[src/pwm_pkg.sv]
package pwm_pkg;

  localparam int UNITS     = 3;
  localparam int BYTE_W    = 8;
  localparam int COUNT_W   = 16;
  localparam int IDX_W     = 4;
  localparam int ADDR_W    = 8;
  localparam int DATA_W    = 32;
  localparam int MIRROR_W  = 3;
  localparam int UNIT_SEL_W = 2;

  // Address layout: unit select in [7:6], register index in [5:2]
  localparam int UNIT_FIELD_HI = 7;
  localparam int UNIT_FIELD_LO = 6;
  localparam int IDX_FIELD_HI  = 5;
  localparam int IDX_FIELD_LO  = 2;

  localparam logic [IDX_W-1:0] IDX_PHASE_LOW    = 4'h0;
  localparam logic [IDX_W-1:0] IDX_PHASE_HIGH   = 4'h1;
  localparam logic [IDX_W-1:0] IDX_DUTY_LOW     = 4'h2;
  localparam logic [IDX_W-1:0] IDX_DUTY_HIGH    = 4'h3;
  localparam logic [IDX_W-1:0] IDX_PERIOD_LOW   = 4'h4;
  localparam logic [IDX_W-1:0] IDX_PERIOD_HIGH  = 4'h5;
  localparam logic [IDX_W-1:0] IDX_OFFSET_LOW   = 4'h6;
  localparam logic [IDX_W-1:0] IDX_OFFSET_HIGH  = 4'h7;
  localparam logic [IDX_W-1:0] IDX_TIMER_LOW    = 4'h8;
  localparam logic [IDX_W-1:0] IDX_TIMER_HIGH   = 4'h9;
  localparam logic [IDX_W-1:0] IDX_UNIT_CONTROL = 4'hA;
  localparam logic [IDX_W-1:0] IDX_RELOAD_CTRL  = 4'hB;

  localparam logic [ADDR_W-1:0] ENABLE_MIRROR_ADDR   = 8'hC0;
  localparam logic [ADDR_W-1:0] LOAD_ARM_MIRROR_ADDR = 8'hC4;

  localparam int ENABLE_BIT    = 7;
  localparam int ARMED_BIT     = 7;
  localparam int WAIT_TRIG_BIT = 6;

  localparam logic [COUNT_W-1:0]  COUNT_ZERO  = 16'h0000;
  localparam logic [COUNT_W-1:0]  COUNT_ONE   = 16'h0001;
  localparam logic [BYTE_W-1:0]   BYTE_ZERO   = 8'h00;
  localparam logic [MIRROR_W-1:0] MIRROR_ZERO = 3'h0;

  typedef enum logic [1:0] {
    ST_IDLE   = 2'b01,
    ST_ANSWER = 2'b10
  } apb_state_t;

endpackage : pwm_pkg

[src/unit_if.sv]
`timescale 1ns/1ps
interface unit_if;
  import pwm_pkg::*;
  logic              wr_en;
  logic [IDX_W-1:0]  wr_index;
  logic [BYTE_W-1:0] wr_data;
  logic [IDX_W-1:0]  rd_index;
  logic [BYTE_W-1:0] rd_data;
  logic              run;
  logic              armed;
  logic              wait_trig;
  logic              reload_done;
  logic              period_end;

  modport unit (input wr_en, wr_index, wr_data, rd_index, run, armed, wait_trig,
                output rd_data, reload_done, period_end);
  modport ctrl (output wr_en, wr_index, wr_data, rd_index, run, armed, wait_trig,
                input rd_data, reload_done, period_end);
endinterface : unit_if

[src/pwm_unit.sv]
`timescale 1ns/1ps
module pwm_unit (
  input wire logic pclk,
  input wire logic presetn,
  input wire logic pclken,
  unit_if.unit     bus
);
  import pwm_pkg::*;

  logic [COUNT_W-1:0] phase_value, duty_value, period_value, offset_value;
  logic [COUNT_W-1:0] next_phase, next_duty, next_period, next_offset;
  logic [COUNT_W-1:0] phase_act, duty_act, period_act, offset_act;
  logic [COUNT_W-1:0] next_phase_act, next_duty_act, next_period_act, next_offset_act;
  logic [COUNT_W-1:0] timer_value, next_timer;
  logic               period_hit;
  logic               reload;

  function automatic logic [COUNT_W-1:0] put_byte(input logic [COUNT_W-1:0] v,
                                                  input logic hi,
                                                  input logic [BYTE_W-1:0] b);
    put_byte = hi ? {b, v[BYTE_W-1:0]} : {v[COUNT_W-1:BYTE_W], b};
  endfunction : put_byte

  function automatic logic [BYTE_W-1:0] get_byte(input logic [COUNT_W-1:0] v,
                                                 input logic hi);
    get_byte = hi ? v[COUNT_W-1:BYTE_W] : v[BYTE_W-1:0];
  endfunction : get_byte

  always_comb begin
    next_phase  = phase_value;
    next_duty   = duty_value;
    next_period = period_value;
    next_offset = offset_value;
    period_hit  = bus.run && (timer_value == period_act);
    reload      = period_hit && bus.armed && !bus.wait_trig;
    next_timer  = timer_value;
    if (bus.run) begin
      next_timer = period_hit ? COUNT_ZERO : timer_value + COUNT_ONE;
    end
    if (bus.wr_en) begin
      case (bus.wr_index)
        IDX_PHASE_LOW, IDX_PHASE_HIGH: next_phase = put_byte(phase_value, bus.wr_index[0], bus.wr_data);
        IDX_DUTY_LOW, IDX_DUTY_HIGH: next_duty = put_byte(duty_value, bus.wr_index[0], bus.wr_data);
        IDX_PERIOD_LOW, IDX_PERIOD_HIGH: next_period = put_byte(period_value, bus.wr_index[0], bus.wr_data);
        IDX_OFFSET_LOW, IDX_OFFSET_HIGH: next_offset = put_byte(offset_value, bus.wr_index[0], bus.wr_data);
        // Software write beats the count so a written value is seen exactly
        IDX_TIMER_LOW, IDX_TIMER_HIGH: next_timer = put_byte(timer_value, bus.wr_index[0], bus.wr_data);
        default: next_timer = next_timer;
      endcase
    end
    next_phase_act  = reload ? phase_value  : phase_act;
    next_duty_act   = reload ? duty_value   : duty_act;
    next_period_act = reload ? period_value : period_act;
    next_offset_act = reload ? offset_value : offset_act;
  end

  always_comb begin
    case (bus.rd_index)
      IDX_PHASE_LOW, IDX_PHASE_HIGH:   bus.rd_data = get_byte(phase_value, bus.rd_index[0]);
      IDX_DUTY_LOW, IDX_DUTY_HIGH:     bus.rd_data = get_byte(duty_value, bus.rd_index[0]);
      IDX_PERIOD_LOW, IDX_PERIOD_HIGH: bus.rd_data = get_byte(period_value, bus.rd_index[0]);
      IDX_OFFSET_LOW, IDX_OFFSET_HIGH: bus.rd_data = get_byte(offset_value, bus.rd_index[0]);
      IDX_TIMER_LOW, IDX_TIMER_HIGH:   bus.rd_data = get_byte(timer_value, bus.rd_index[0]);
      default:                         bus.rd_data = BYTE_ZERO;
    endcase
  end

  assign bus.reload_done = reload && pclken;
  assign bus.period_end  = period_hit && pclken;

  // Buffers have no reset: unknown at power-up, kept across later resets
  always_ff @(posedge pclk) begin
    if (pclken) begin
      phase_value  <= next_phase;
      duty_value   <= next_duty;
      period_value <= next_period;
      offset_value <= next_offset;
    end
  end

  always_ff @(posedge pclk or negedge presetn) begin
    if (!presetn) begin
      timer_value <= COUNT_ZERO;
      phase_act   <= COUNT_ZERO;
      duty_act    <= COUNT_ZERO;
      period_act  <= COUNT_ZERO;
      offset_act  <= COUNT_ZERO;
    end else if (pclken) begin
      timer_value <= next_timer;
      phase_act   <= next_phase_act;
      duty_act    <= next_duty_act;
      period_act  <= next_period_act;
      offset_act  <= next_offset_act;
    end
  end

endmodule : pwm_unit

[src/pwm_count_regs.sv]
// The register addresses and the APB register port are this design's own decisions.
`timescale 1ns/1ps
// Notes on behaviour
// - Per-unit 16-bit phase, high and low bytes
// - Per-unit 16-bit duty, high and low bytes
// - Per-unit 16-bit period, high and low bytes
// - Per-unit 16-bit offset, high and low bytes
// - Running timer readable and writable per byte
// - Count buffers unknown at power-up, kept otherwise
// - Timer bytes cleared by every reset
// - Enable mirror bits 2..0 alias unit enables
// - Load mirror bits 2..0 alias load-armed bits
// - Mirror upper bits read zero; reset zero
// - Enable bit runs the unit, clear stops
// - Armed without trigger wait reloads at period end
// - Hardware clears arm after reload; software may cancel
module pwm_count_regs (
  input  wire logic                           pclk,
  input  wire logic                           presetn,
  input  wire logic                           pclken,
  input  wire logic                           psel,
  input  wire logic                           penable,
  input  wire logic                           pwrite,
  input  wire logic [pwm_pkg::ADDR_W-1:0]     paddr,
  input  wire logic [pwm_pkg::DATA_W-1:0]     pwdata,
  output logic      [pwm_pkg::DATA_W-1:0]     prdata,
  output logic                                pready,
  output logic                                pslverr,
  output logic      [pwm_pkg::UNITS-1:0]      unit_enable,
  output logic      [pwm_pkg::UNITS-1:0]      unit_period_end,
  output logic      [pwm_pkg::UNITS-1:0]      unit_reload_done
);
  import pwm_pkg::*;

  apb_state_t          state, next_state;
  logic [DATA_W-1:0]   next_prdata;
  logic                next_pslverr;
  logic [UNITS-1:0]    enable, next_enable;
  logic [UNITS-1:0]    armed, next_armed;
  logic [UNITS-1:0]    wait_trig, next_wait_trig;
  logic [UNITS-1:0]    reload_done;
  logic [UNITS-1:0]    period_end;
  logic [UNITS-1:0]    count_wr;
  logic [UNITS-1:0]    next_period_end, next_reload_done;
  logic [BYTE_W-1:0]   unit_rd [UNITS];
  logic                wr_fire;
  logic [BYTE_W-1:0]   sel_byte;

  // Decoding shared by read capture, write strobes and unmapped detection
  function automatic logic [UNIT_SEL_W-1:0] addr_unit(input logic [ADDR_W-1:0] a);
    addr_unit = a[UNIT_FIELD_HI:UNIT_FIELD_LO];
  endfunction : addr_unit

  function automatic logic [IDX_W-1:0] addr_idx(input logic [ADDR_W-1:0] a);
    addr_idx = a[IDX_FIELD_HI:IDX_FIELD_LO];
  endfunction : addr_idx

  function automatic logic addr_in_unit(input logic [ADDR_W-1:0] a);
    addr_in_unit = (addr_unit(a) < UNIT_SEL_W'(UNITS)) && (addr_idx(a) <= IDX_RELOAD_CTRL)
                   && (a[IDX_FIELD_LO-1:0] == 2'h0);
  endfunction : addr_in_unit

  function automatic logic addr_valid(input logic [ADDR_W-1:0] a);
    addr_valid = addr_in_unit(a) || (a == ENABLE_MIRROR_ADDR) || (a == LOAD_ARM_MIRROR_ADDR);
  endfunction : addr_valid

  unit_if u_if [UNITS] ();

  genvar gi;
  generate
    for (gi = 0; gi < UNITS; gi++) begin : g_unit
      pwm_unit u_unit (
        .pclk    (pclk),
        .presetn (presetn),
        .pclken  (pclken),
        .bus     (u_if[gi])
      );
      assign count_wr[gi]       = wr_fire && addr_in_unit(paddr)
                                  && (addr_unit(paddr) == UNIT_SEL_W'(gi))
                                  && (addr_idx(paddr) <= IDX_TIMER_HIGH);
      assign u_if[gi].wr_en     = count_wr[gi];
      assign u_if[gi].wr_index  = addr_idx(paddr);
      assign u_if[gi].wr_data   = pwdata[BYTE_W-1:0];
      assign u_if[gi].rd_index  = addr_idx(paddr);
      assign u_if[gi].run       = enable[gi];
      assign u_if[gi].armed     = armed[gi];
      assign u_if[gi].wait_trig = wait_trig[gi];
      assign unit_rd[gi]        = u_if[gi].rd_data;
      assign reload_done[gi]    = u_if[gi].reload_done;
      assign period_end[gi]     = u_if[gi].period_end;
    end
  endgenerate

  // Bus side: read data is captured in the setup cycle so the access phase
  // answers at once from flip-flops, with no wait states except while pclken is low.
  assign pready  = pclken && (state == ST_ANSWER);
  assign wr_fire = psel && penable && pwrite && pready;

  always_comb begin
    sel_byte = BYTE_ZERO;
    case (addr_unit(paddr))
      2'h0:    sel_byte = unit_rd[0];
      2'h1:    sel_byte = unit_rd[1];
      2'h2:    sel_byte = unit_rd[2];
      default: sel_byte = BYTE_ZERO;
    endcase
  end

  always_comb begin
    next_state   = state;
    next_prdata  = prdata;
    next_pslverr = pslverr;
    case (state)
      ST_IDLE: begin
        if (psel && !penable) begin
          next_state   = ST_ANSWER;
          next_pslverr = !addr_valid(paddr);
          next_prdata  = {DATA_W{1'b0}};
          if (!pwrite && addr_in_unit(paddr)) begin
            case (addr_idx(paddr))
              IDX_UNIT_CONTROL: next_prdata[ENABLE_BIT] = enable[addr_unit(paddr)];
              IDX_RELOAD_CTRL: begin
                next_prdata[ARMED_BIT]     = armed[addr_unit(paddr)];
                next_prdata[WAIT_TRIG_BIT] = wait_trig[addr_unit(paddr)];
              end
              default: next_prdata[BYTE_W-1:0] = sel_byte;
            endcase
          end else if (!pwrite && paddr == ENABLE_MIRROR_ADDR) begin
            next_prdata[MIRROR_W-1:0] = enable;
          end else if (!pwrite && paddr == LOAD_ARM_MIRROR_ADDR) begin
            next_prdata[MIRROR_W-1:0] = armed;
          end
        end
      end
      ST_ANSWER: begin
        if (psel && penable) begin
          next_state = ST_IDLE;
        end
      end
      default: next_state = ST_IDLE;
    endcase
  end

  always_ff @(posedge pclk or negedge presetn) begin
    if (!presetn) begin
      state   <= ST_IDLE;
      prdata  <= {DATA_W{1'b0}};
      pslverr <= 1'b0;
    end else if (pclken) begin
      state   <= next_state;
      prdata  <= next_prdata;
      pslverr <= next_pslverr;
    end
  end

  // Control bits: hardware clear applied first, software write after it,
  // so a set arriving with the reload is kept.
  always_comb begin
    next_enable    = enable;
    next_armed     = armed & ~reload_done;
    next_wait_trig = wait_trig;
    if (wr_fire && addr_in_unit(paddr)) begin
      case (addr_idx(paddr))
        IDX_UNIT_CONTROL: next_enable[addr_unit(paddr)] = pwdata[ENABLE_BIT];
        IDX_RELOAD_CTRL: begin
          next_armed[addr_unit(paddr)]     = pwdata[ARMED_BIT];
          next_wait_trig[addr_unit(paddr)] = pwdata[WAIT_TRIG_BIT];
        end
        default: next_enable = next_enable;
      endcase
    end
    // Mirrors are evaluated last and so win any collision
    if (wr_fire && paddr == ENABLE_MIRROR_ADDR) begin
      next_enable = pwdata[MIRROR_W-1:0];
    end
    if (wr_fire && paddr == LOAD_ARM_MIRROR_ADDR) begin
      next_armed = pwdata[MIRROR_W-1:0];
    end
    next_period_end  = period_end;
    next_reload_done = reload_done;
  end

  always_ff @(posedge pclk or negedge presetn) begin
    if (!presetn) begin
      enable           <= MIRROR_ZERO;
      armed            <= MIRROR_ZERO;
      wait_trig        <= MIRROR_ZERO;
      unit_period_end  <= MIRROR_ZERO;
      unit_reload_done <= MIRROR_ZERO;
    end else if (pclken) begin
      enable           <= next_enable;
      armed            <= next_armed;
      wait_trig        <= next_wait_trig;
      unit_period_end  <= next_period_end;
      unit_reload_done <= next_reload_done;
    end
  end

  assign unit_enable = enable;
endmodule : pwm_count_regs

[config.mk]
export PLATFORM = sky130hd
export DESIGN_NAME = pwm_count_regs
export DESIGN_NICKNAME = d
export VERILOG_FILES = /design/src/pwm_pkg.sv /design/src/unit_if.sv /design/src/pwm_unit.sv /design/src/pwm_count_regs.sv
export SDC_FILE = /design/constraint.sdc
export NUM_CORES = 1
export LEC_CHECK = 0
export BUFFER_PORTS_ARGS = -buffer_cell sky130_fd_sc_hd__buf_2
export CAP_MARGIN = 20
export CORE_MARGIN = 2
export CORE_UTILIZATION = 45
export CTS_BUF_LIST = sky130_fd_sc_hd__clkbuf_8
export DETAILED_ROUTE_END_ITERATION = 6
export HOLD_SLACK_MARGIN = 0.02
export SLEW_MARGIN = 20
export SYNTH_ARGS = -nofsm -noshare
export SYNTH_HDL_FRONTEND = slang
export SYNTH_SLANG_ARGS = --single-unit
[constraint.sdc]
create_clock -name pclk -period 3 [get_ports pclk]
set_input_delay 0.15 -clock pclk [delete_from_list [all_inputs] [get_ports pclk]]
set_output_delay 0.15 -clock pclk [all_outputs]
set_load 0.03 [all_outputs]
# Word-level counts from Yosys, hierarchy flattened
# Cells that the tools add are included.
[totals]
ff_bits = 314
inputBits = 46
elab_cells = 230
[classes]
n_addsub = 3
n_lt_le_gt_ge = 5
eq_ne = 28
n_mux = 59
bitwise = 3
n_reduce_logical = 91
[ops]
columns = ["op", "count"]
rows = [
  ["$mux W16", 13],
  ["$mux W8", 15],
  ["$pmux W8 S5", 3],
  ["$reduce_and A4 Y1", 24],
  ["$add A16 B1 Y16 const B", 3],
  ["$eq A16 B16 Y1", 3],
  ["$logic_and A1 B1 Y1", 35],
  ["$mux W3", 9],
  ["$pmux W8 S3", 1],
  ["$ne A3 B3 Y1 const B", 6],
  ["$reduce_and A2 Y1", 9],
  ["$eq A4 B3 Y1 const B", 4],
  ["$eq A4 B4 Y1 const B", 4],
  ["$eq A8 B8 Y1 const B", 2],
  ["$reduce_and A3 Y1", 4],
  ["$reduce_or A2 Y1", 6],
  ["$bwmux W3", 3],
  ["$eq A4 B2 Y1 const B", 2],
  ["$le A4 B4 Y1 const B", 2],
  ["$bmux W1 S2", 3],
  ["$logic_not A1 Y1", 6],
  ["$mux W6", 1],
  ["$mux W5", 1],
  ["$eq A2 B1 Y1 const B", 2],
  ["other kinds (19)", 28],
]

# Logic depth before layout (Yosys ltp)
# Gate-level depths: netlist of the first run.
[logic_depth]
ltp_word = 11
mapped_depth = 10
ltp_nobuf = 7

# By module
# From an unflattened synthesis of the first run, not the netlist that was laid out.
[hier_totals]
hier_cells = 1332
hier_area_um2 = 16056.6
[modules_own_cells]
columns = ["module", "n_inst", "cells_per_inst", "area_each_um2"]
rows = [
  ["pwm_unit (g_unit[2].u_unit)", 1, 383, 4809.6],
  ["pwm_unit (g_unit[1].u_unit)", 1, 369, 4659.5],
  ["pwm_unit (g_unit[0].u_unit)", 1, 369, 4653.2],
  ["pwm_count_regs", 1, 211, 1934.4],
]

# Least setup slack after synthesis of the first run
# Ideal clock, no wire load.
[synth_path]
path_type = "flip-flop to flip-flop"
start = "register state[0]"
end = "register g_unit[0].u_unit.offset_value[0], enable pin"
setup_ps = 370
t_arrival_ps = 2357
t_required_ps = 2630
setup_slack_ps = 273
path_stages_with_launch = 8
path_buffers = 3
path_cell_list = "dfstp_2 nand3b_1 or4_1 buf_2 or3_1 clkbuf_1 clkbuf_1 nor2_1"
[synth_between]
elab_chain_cells = 7
[synth_rtl]
columns = ["element", "line", "rtl"]
rows = [
  ["start, declared", "pwm_count_regs.sv:35", "apb_state_t state, next_state;"],
  ["start signal, assigned", "pwm_count_regs.sv:150", "state <= next_state;"],
  ["$eq A2 B2 Y1", "pwm_count_regs.sv:96", "assign pready = pclken && (state == ST_ANSWER);"],
  ["$logic_and A1 B1 Y1", "pwm_count_regs.sv:96", ""],
  ["$logic_and A1 B1 Y1", "pwm_count_regs.sv:97", "assign wr_fire = psel && penable && pwrite && pready;"],
  ["$logic_and A1 B1 Y1", "pwm_count_regs.sv:78", "assign count_wr[gi] = wr_fire && addr_in_unit(paddr)"],
  ["$logic_and A1 B1 Y1", "pwm_count_regs.sv:79", "&& (addr_unit(paddr) == UNIT_SEL_W'(gi))"],
  ["$logic_and A1 B1 Y1", "pwm_count_regs.sv:80", "&& (addr_idx(paddr) <= IDX_TIMER_HIGH);"],
  ["$reduce_and A4 Y1 (no source line)", "n/a", ""],
  ["end signal, assigned", "pwm_unit.sv:77", "offset_value <= next_offset;"],
  ["end, declared", "pwm_unit.sv:10", "logic [COUNT_W-1:0] phase_value, duty_value, period_value, offset_value;"],
]
# Every way passes these cells.
# A chain may end at the register's enable or synchronous reset.

# Final worst setup path of the first run
[layout_path]
start = "register state[0]"
end = "register g_unit[0].u_unit.timer_value[10]"
[layout_between]
elab_chain_cells = 8
word_cells_on_any_way = 9
classes_between = "eq/ne (2); mux (1); reduce/logical (6)"
[layout_rtl]
columns = ["element", "line", "rtl"]
rows = [
  ["$eq A2 B2 Y1 (*)", "pwm_count_regs.sv:96", ""],
  ["$logic_and A1 B1 Y1 (*)", "pwm_count_regs.sv:96", ""],
  ["$logic_and A1 B1 Y1 (*)", "pwm_count_regs.sv:97", ""],
  ["$logic_and A1 B1 Y1 (*)", "pwm_count_regs.sv:78", ""],
  ["$logic_and A1 B1 Y1 (*)", "pwm_count_regs.sv:79", ""],
  ["$logic_and A1 B1 Y1 (*)", "pwm_count_regs.sv:80", ""],
  ["$ne A3 B3 Y1 (no source line)", "n/a", ""],
  ["$reduce_and A2 Y1 (no source line)", "n/a", ""],
  ["end signal, assigned", "pwm_unit.sv:89", "timer_value <= next_timer;"],
  ["end, declared", "pwm_unit.sv:14", "logic [COUNT_W-1:0] timer_value, next_timer;"],
]
# Every way passes the cells marked *; elsewhere a longest branch is shown, timed or not.

==> results.toml, run 1 <==
[synth]
synthTopCellsByArea = "edfxtp_1, dfrtp_1, mux2i_1, mux2_2, nor2_1"
yosysWarnings = 0
synth_xor_xnor_area_share_pct = 2.75
postSynth.asyncResetShare_pct = 38.9
synth_top_family_by_area = "multiplexers"
avgSynthCellArea_um2 = 12.0
synth_seq_area_share_pct = 57.7
synthFlopType = "edfxtp_1"
synthMuxAreaShare_pct = 11.8
synth_compound_area_share_pct = 11.8
synth_area_leader_cell = "edfxtp_1"
yosys-top-cells-count = "edfxtp_1, dfrtp_1, mux2i_1"
netlist_area_um2 = 15300
syn_inst = 1270
synth_edf_count = 192
yosysUniqueCellTypes = 74
synth-adder-area-share_pct = 0.246
synth-simple-area-share_pct = 11.2
synth_top_area_share_pct = 37.7
synth-seq-cells = 314
yosysMostFrequentCell = "edfxtp_1"

[global_routing]
grt_usage_pct = 26.2
grt_max_degree = 81
antenna_found_initial = 1
grt_pass1_vias = 11100
grt_pass1_wl_um = 69200
overflow = 0

[sta]
worst_slew_pin_slew_ns = 0.929
rsz0062_at_grt = "no"
slew_headroom_pct = 37.8
setup_viol = 0
timing.fmax_mhz = 363
finalCriticalPeriod_ns = 2.75
setup_tns_ns = 0
drv_slew = 0
hold_viol = 0
whs_ns = 0.0739
fin_skew_ns = 0.0440
finalCritPeriodShare_pct = 91.8

[setup_path]
path_common_cell = "buf_4"
path_class = "register to register"
crit_chain = "nand3b_1 > or4_1 > buf_4 > or3_1 > o21ai_1 > buf_4 > o21ai_0 > a211o_1"
worstPathRequired_ns = 3.52
slowest_delay_ns = 0.63
ff2ff_path_depth = 8
path_max_fanout = 20
cp_slowest_cell = "or4_1"
ff2ff_setup_slack_ns = 0.25
cp-end-kind = "register"
start_kind = "register"
timing.rr.end = "g_unit[0].u_unit.timer_value[10]$_DFFE_PN0P_"
cp.arrival_ns = 3.27
reg2reg_from = "state[0]$_DFFE_PN1P_"

[detailed_routing]
drc_errors = 0
ant_nets = 0
wl_met2_um = 21000
dr.max_layer_used = "met4"
wl_per_cell_um = 24.5
wirelength_um = 46300
drt-initial-drc-count = 1213
routed_via_density = 6.00
drtPass1Iterations = 5
wl_met1_um = 20000
dr_wl_met3_um = 3580
vias = 11300

[die]
coreArea_um2 = 33500
rows = 67
initial_core_util_pct = 45.6
die_h_um = 188
die_area_um2 = 35500
die_width_um = 188
ios = 89

[cells_and_area]
syn_to_final_growth_pct = 15.4
layout.nets = 1443
drive_above_1_share_pct = 21.1

[clock_network]
cts_setup_buffers = 0
worstSkewPairLatency_ns = 0.66
htree_levels = 2
cts_sinks = 314
clk_pin_slew_ns = 0.06
cts_tree = "yes"
clockRootBuffer = "clkbuf_8"
cts_resized = 0
cts_inserted_buffers = 56
clock_path_buffers = 3

[worst_hold_path]
min_path_type = "input pin to register"
worstHoldStart = "pwdata[1]"
min_delay_worst_endpoint = "g_unit[0].u_unit.phase_value[9]$_DFFE_PP_"
holdPathStages = 2

[power]
power.density_nw_per_um2 = 527
peakVddDrop_mv = 0.292
p_leak_nw = 7.12

[placed_design]
place_congestion = 0.926
dpl.hpwl_um = 32200
port_buffers = 40

[run]
cap_violations = 0

[run_status]
status = "completed"
-- layout make-up --
cell class / count / area, um^2
fillers: 2936 / 15900
flip-flops and latches: 314 / 8820
multi-input cells: 841 / 5910
repair buffers: 152 / 1150
clock buffers: 67 / 922
well taps: 448 / 561
clock inverters: 38 / 178
inverters: 29 / 109
diodes: 1 / 2.50
-- flip-flops by register name (all words and copies together), names as in the netlist --
signal	flops
armed	3
g_unit.u_unit.duty_value	48
g_unit.u_unit.offset_value	48
g_unit.u_unit.period_act	48
g_unit.u_unit.period_value	48
g_unit.u_unit.phase_value	48
g_unit.u_unit.timer_value	48
prdata	8
pslverr	1
state	2
unit_enable	3
unit_period_end	3
unit_reload_done	3
wait_trig	3
-- report_power, final --
part / switching (mW) / leakage, nW / total (mW) / internal (mW)
sequential: 0.0606 / 3.36 / 4.70 / 4.64
combinational: 0.501 / 3.11 / 0.712 / 0.211
clock: 1.85 / 0.649 / 3.89 / 2.03
total: 2.42 / 7.12 / 9.30 / 6.88
-- repair_timing --
action                                  CTS  global route
endpoints found under the hold margin   119             0
hold buffers                             12             0
endpoints found under the setup margin    0             0
-- critical path: cells and delay by family (launching register included) --
family                 cells  cell delay, ns
and+or+nand+nor            3            1.21
AOI/OAI and AO/OA          3            0.56
buffers and inverters      2            0.47
DFF                        1            0.38
-- metal layers --
metal | track usage (%) | vias to the layer above
met5 | 0 | -
met4 | 10.5 | 0
li1 | - | 5049
met2 | 40.6 | 526
met1 | 36.7 | 5643
met3 | 4.66 | 122
-- worst max-delay path by stage --
stage / from / end / cells past startpoint
CTS: g_unit[1].u_unit.period_act[7]$_DFFE_PN0P_ / g_unit[1].u_unit.timer_value[11]$_DFFE_PN0P_ / 7
global route: state[0]$_DFFE_PN1P_ / g_unit[2].u_unit.timer_value[0]$_DFFE_PN0P_ / 8
detailed placement: g_unit[1].u_unit.period_act[7]$_DFFE_PN0P_ / g_unit[1].u_unit.timer_value[11]$_DFFE_PN0P_ / 7
finish: state[0]$_DFFE_PN1P_ / g_unit[0].u_unit.timer_value[10]$_DFFE_PN0P_ / 8
global placement: g_unit[1].u_unit.period_act[7]$_DFFE_PN0P_ / g_unit[1].u_unit.timer_value[11]$_DFFE_PN0P_ / 7
floorplan: state[0]$_DFFE_PN1P_ / g_unit[0].u_unit.offset_value[0]$_DFFE_PP_ / 7
-- placed cells by master (no fill, tap or decap), types with 38 or more instances in the layout --
cell type and count:
inv_1 50, o21ai_0 41, clkbuf_8 67, mux2_2 47, mux2i_1 101, edfxtp_1 192, buf_2 38, buf_4 95
nand2_1 67, dfrtp_1 121, nor2_1 99, o22ai_1 54
-- metrics by stage --
stage | instance area [um^2] | util, % | setup WS, ns | cells | power (mW)
after global routing | 17600 | 52.6 | 0.124 | 1889 | 9.59
after detailed placement | 16400 | 48.9 | 0.173 | 1772 | 5.47
after global placement | 16400 | 48.9 | 0.215 | 1772 | 5.47
after CTS | 17600 | 52.6 | 0.177 | 1889 | 9.36
final | 17600 | 52.6 | 0.246 | 1890 | 9.30
after floorplan | 15400 | - | 0.273 | 1293 | 5.16
-- kinds of logic after synthesis --
group           Yosys count
fa+ha+maj                 3
simple gates            343
other cells               1
buf+inv                 138
flops                   314
xor+xnor                 48
compound gates          260
mux                     163
No activity file was read; power rests on OpenSTA's default activity.
==> inputs of run 2 (changes only) <==
--- a/config.mk
+++ b/config.mk
@@ -15,4 +15,5 @@
 export SLEW_MARGIN = 20
 export SYNTH_ARGS = -nofsm -noshare
 export SYNTH_HDL_FRONTEND = slang
+export SYNTH_HIERARCHICAL = 1
 export SYNTH_SLANG_ARGS = --single-unit
==> run 2 against run 1 <==
- clock skew fell by 0.015 ns
- critical path type is now input pin to register
- register-to-register slack improved by 0.04 ns
- worst hold slack improved by 0.0047 ns
- non-clock buffer count fell by 20
- critical path depth rose by 1
- via count rose by 3.5%
- sequential power fell by 1%
- critical endpoint is now armed[0]$_DFFE_PN0P_
==> results.toml, run 2 <==
[run_status]
status = "completed"

[die]
die_area_um2 = 37200
coreArea_um2 = 35300
rows = 69
initial_core_util_pct = 45.5
die_width_um = 193
die_h_um = 193
ios = 89

[synth]
yosysUniqueCellTypes = 82
synth_seq_area_share_pct = 54.9
netlist_area_um2 = 16100
synthFlopType = "edfxtp_1"
synth_area_leader_cell = "edfxtp_1"
yosys-top-cells-count = "edfxtp_1, nand2_1, dfrtp_1"
avgSynthCellArea_um2 = 12.1
syn_inst = 1332
synth_edf_count = 192
yosysWarnings = 6
yosysMostFrequentCell = "edfxtp_1"
postSynth.asyncResetShare_pct = 38.9
synth_top_area_share_pct = 35.9
synthTopCellsByArea = "edfxtp_1, dfrtp_1, mux2i_1, nand2_1, mux2_4"
synth-seq-cells = 314

[global_routing]
grt_pass1_vias = 11200
met3_usage_pct = 4.38
overflow = 0
grt_max_degree = 65
grt_usage_pct = 24.9
top_usage_layer = "met2"
antenna_found_initial = 1
grt_pass1_wl_um = 68700
met2_usage_pct = 38.1
met1_usage_pct = 35.9

[sta]
worst_slew_pin_slew_ns = 1.02
whs_ns = 0.0786
setup_viol = 0
finalCriticalPeriod_ns = 2.75
timing.fmax_mhz = 363
slew_headroom_pct = 31.8
finalWorstSetupSlack_ns = 0.246
setup_tns_ns = 0
fin_skew_ns = 0.0287
drv_slew = 0
hold_viol = 0
rsz0062_at_grt = "no"
finalCritPeriodShare_pct = 91.8

[clock_network]
cts_inserted_buffers = 54
cts_tree = "yes"
clockRootBuffer = "clkbuf_8"
cts_sinks = 314
clock_path_buffers = 3
clk_pin_slew_ns = 0.06
cts_setup_buffers = 0
worstSkewPairLatency_ns = 0.64
htree_levels = 2

[cells_and_area]
final_cell_mix = "edfxtp_1, nand2_1, dfrtp_1"
layout.nets = 1497
layout_commonest_cell = "edfxtp_1"
syn_to_final_growth_pct = 13.9
final_cells = 1955
drive_above_1_share_pct = 20.4
multi_input_area_um2 = 6760
nFillCells = 3103
fin_area_um2 = 18300
seq_area_um2 = 8820
final_util_pct = 51.8

[detailed_routing]
vias = 11700
ant_nets = 0
drt-initial-drc-count = 1099
drc_errors = 0
drtPass1Iterations = 5
wl_per_cell_um = 23.4
wirelength_um = 45800
routed_via_density = 6.01

[power]
power.density_nw_per_um2 = 506
p_leak_nw = 7.18
peakVddDrop_mv = 0.412
power.total_mw = 9.26

[setup_path]
cp.arrival_ns = 3.33
crit_chain = "dlygate4sd3_1 > buf_4 > buf_12 > or3_4 > dlygate4sd3_1 > nor4_1 > dlygate4sd3_1 > nand2_1 > nand3_1"
path_max_fanout = 64
cp_slowest_cell = "dlygate4sd3_1"
cp-end-kind = "register"
start_kind = "input pin"
path_common_cell = "dlygate4sd3_1"
path_class = "input pin to register"
worstPathRequired_ns = 3.57
ff2ff_path_depth = 10
slowest_delay_ns = 0.62

[placed_design]
place_congestion = 0.894
port_buffers = 40
place_inst = 1841
dpl.hpwl_um = 30200
dp_slack_ns = 0.226
dpl-instance-area_um2 = 17100

[worst_hold_path]
min_path_type = "input pin to asynchronous set/reset pin"

[run]
cap_violations = 0
-- run 2: worst max-delay path: cells and delay by family --
| family | cells | cell delay [ns] |
|---|---|---|
| buffers and inverters | 5 | 2.12 |
| and+or+nand+nor | 4 | 1.00 |
-- run 2: repair_timing --
action,CTS,global route
hold buffers,12,0
endpoints found under the hold margin,106,0
gates resized for setup,0,1
endpoints found under the setup margin,0,6
-- run 2: report_power, final --
| group | total [mW] | leakage (nW) | internal (mW) | switching [mW] |
|---|---|---|---|---|
| registers | 4.64 | 3.29 | 4.62 | 0.0242 |
| logic | 0.692 | 3.26 | 0.207 | 0.485 |
| clock network | 3.92 | 0.626 | 2.14 | 1.78 |
-- run 2: final cells by class --
class,count,area share (%)
Clock buffer,58,4.37
Timing Repair Buffer,132,5.39
Inverter,12,0.246
Antenna cell,1,0.0137
Tap cell,461,3.15
Multi-Input combinational cell,934,37.0
Clock inverter,43,1.62
Sequential cell,314,48.2
-- run 2: path summary, 6_finish.rpt --
kind                                                                   from                                            to  slack (ns)
max in group asynchronous                                           presetn   g_unit[2].u_unit/period_act[11]$_DFFE_PN0P_        2.16
worst max register to register                         state[0]$_DFFE_PN1P_  g_unit[1].u_unit/timer_value[11]$_DFFE_PN0P_        0.29
min in group pclk                                                 pwdata[0]                          armed[0]$_DFFE_PN0P_        0.09
worst min register to register  g_unit[1].u_unit/period_value[14]$_DFFE_PP_   g_unit[1].u_unit/period_act[14]$_DFFE_PN0P_        0.50
worst min-delay path                                                presetn   g_unit[0].u_unit/timer_value[5]$_DFFE_PN0P_        0.08
worst max-delay path                                               paddr[4]                          armed[0]$_DFFE_PN0P_        0.25
-- run 2: kinds of logic after synthesis --
kind of cell,synth area share [%]
simple gates,14.2
xor+xnor,2.62
mux,12.1
compound gates,12.4
flops,54.9
other cells,0.0234
fa+ha+maj,0.234
buf+inv,3.52
-- run 2: metal layers --
metal  vias up  wire length (um)
li1       5304                 -
met1      5874             20600
met2       468             20600
met3        96              3170
met4         0              1390
met5         -                 0
==> inputs of run 3 (changes only) <==
--- a/config.mk
+++ b/config.mk
@@ -12,6 +12,7 @@
 export CTS_BUF_LIST = sky130_fd_sc_hd__clkbuf_8
 export DETAILED_ROUTE_END_ITERATION = 6
 export HOLD_SLACK_MARGIN = 0.02
+export RECOVER_POWER = 100
 export SLEW_MARGIN = 20
 export SYNTH_ARGS = -nofsm -noshare
 export SYNTH_HDL_FRONTEND = slang
==> run 3 against run 2 <==
- the run now ends with capacitance limit, slew limit left
- setup slack got worse by 0.091 ns
- count of clock-buffer cells in the layout unchanged
- sequential power barely moved
- critical endpoint unchanged
- largest cell class unchanged
==> results.toml, run 3 (synthesis results as in run 2) <==
[clock_network]
clock_path_buffers = 3
worstSkewPairLatency_ns = 0.64
htree_levels = 2
cts_sinks = 314
cts_inserted_buffers = 54
clockRootBuffer = "clkbuf_8"
clk_pin_slew_ns = 0.06
cts_tree = "yes"

[sta]
fin_skew_ns = 0.0298
rsz0062_at_grt = "no"
slew_headroom_pct = -62.7
finalCriticalPeriod_ns = 2.85
worst_slew_pin_slew_ns = 2.44
timing.fmax_mhz = 351
hold_viol = 0
setup_viol = 0
finalCritPeriodShare_pct = 94.8
drv_slew = 291
setup_tns_ns = 0

[setup_path]
reg2reg_from = "g_unit[0].u_unit/timer_value[14]$_DFFE_PN0P_"
ff2ff_path_depth = 6
start_kind = "input pin"
path_max_fanout = 64
timing.rr.end = "g_unit[0].u_unit/period_act[6]$_DFFE_PN0P_"
cp-end-kind = "register"
cp.arrival_ns = 3.41
worstPathRequired_ns = 3.57
ff2ff_setup_slack_ns = 0.23
path_class = "input pin to register"

[global_routing]
overflow = 0
grt_pass1_vias = 11200
grt_max_degree = 65
antenna_found_initial = 1
grt_usage_pct = 24.9
grt_pass1_wl_um = 68700

[detailed_routing]
wl_per_cell_um = 23.4
drc_errors = 0
drtPass1Iterations = 7
wirelength_um = 45700
vias = 11700
drt-initial-drc-count = 1087
routed_via_density = 5.97
ant_nets = 0

[run]
cap_violations = 9

[run_status]
status = "finished, violations left"
violations = "capacitance limit, slew limit"

[cells_and_area]
nFillCells = 3187
final_cell_mix = "edfxtp_1, nand2_1, dfrtp_1"
layout.nets = 1497
syn_to_final_growth_pct = 12.0
drive_above_1_share_pct = 14.4
final_cells = 1956
layout_commonest_cell = "edfxtp_1"

[power]
peakVddDrop_mv = 0.411
power.density_nw_per_um2 = 515
p_leak_nw = 6.88

[die]
die_area_um2 = 37200
rows = 69
die_h_um = 193
coreArea_um2 = 35300
die_width_um = 193
ios = 89
initial_core_util_pct = 45.5

[placed_design]
port_buffers = 40
place_congestion = 0.894
dpl.hpwl_um = 30200
place_inst = 1841

[worst_hold_path]
holdPathStages = 4
worstHoldStart = "paddr[6]"
min_delay_worst_endpoint = "unit_enable[1]$_DFFE_PN0P_"
min_path_type = "input pin to register"
-- run 3: cell count changes in the layout (fill, tap and decap cells not counted), sizes merged --
| cell | change |
|---|---|
| buf | -63 |
| diode | +1 |
| clkbuf | +63 |
-- run 3: worst max-delay path by stage --
stage	start	endpoint	slack [ns]	depth (start not counted)
floorplan	state[0]$_DFFE_PN1P_	g_unit[0].u_unit/timer_value[11]$_DFFE_PN0P_	0.53	10
global placement	state[0]$_DFFE_PN1P_	g_unit[0].u_unit/timer_value[3]$_DFFE_PN0P_	0.30	11
detailed placement	state[0]$_DFFE_PN1P_	g_unit[0].u_unit/timer_value[4]$_DFFE_PN0P_	0.23	11
CTS	state[0]$_DFFE_PN1P_	g_unit[0].u_unit/timer_value[4]$_DFFE_PN0P_	0.20	11
global route	state[0]$_DFFE_PN1P_	g_unit[0].u_unit/timer_value[4]$_DFFE_PN0P_	0.03	10
finish	paddr[4]	armed[0]$_DFFE_PN0P_	0.15	9
-- run 3: final cells by class --
| type | count | area [um^2] | area share, % |
|---|---|---|---|
| clock buffers | 58 | 798 | 4.44 |
| diodes | 2 | 5.00 | 0.0278 |
| clock inverters | 43 | 295 | 1.64 |
| repair buffers | 132 | 823 | 4.58 |
| inverters | 12 | 45.0 | 0.251 |
| well taps | 461 | 577 | 3.21 |
| multi-input cells | 934 | 6610 | 36.8 |
| flip-flops and latches | 314 | 8820 | 49.1 |
-- run 3: per-stage QoR --
| stage | hold slack [ns] | util (%) | cell area [um^2] | total power [mW] | setup slack [ns] |
|---|---|---|---|---|---|
| 2_1_floorplan | -0.146 | - | 16100 | 5.11 | 0.532 |
| 3_3_place_gp | 0.159 | 48.3 | 17100 | 5.39 | 0.296 |
| 3_5_place_dp | 0.172 | 48.3 | 17100 | 5.40 | 0.226 |
| 4_1_cts | 0.0589 | 51.8 | 18300 | 9.36 | 0.202 |
| 5_1_grt | 0.175 | 50.9 | 18000 | 9.57 | 0.0309 |
| 6_report | 0.150 | 50.9 | 18000 | 9.25 | 0.155 |
-- run 3: report_power, final --
group / switching [mW] / leakage, nW / total (mW) / internal (mW)
Combinational: 0.481 / 2.97 / 0.679 / 0.198
Sequential: 0.0250 / 3.29 / 4.65 / 4.62
Clock: 1.78 / 0.626 / 3.93 / 2.14
Total: 2.29 / 6.88 / 9.25 / 6.96
-- run 3: critical path: stages --
cell,delay [ns]
dlygate4sd3_1,0.54
buf_4,0.17
buf_12,0.21
or3_1,0.46
dlygate4sd3_1,0.62
nor4_1,0.43
dlygate4sd3_1,0.62
nand2_1,0.05
nand3_1,0.12
-- run 3: timing repair --
action | in CTS | in global routing
endpoints found under the setup margin | 0 | 6
hold buffers | 12 | 0
setup buffers | 0 | 0
gates resized for setup | 0 | 1
hold endpoints to repair | 106 | 0
-- run 3: layer usage --
layer,global-route usage [%],part of all wire [%],up-vias
li1,-,-,5313
met1,35.9,44,5807
met2,38.1,45,469
met3,4.38,7.8,90
met4,8.22,3.0,0
met5,0,0,-
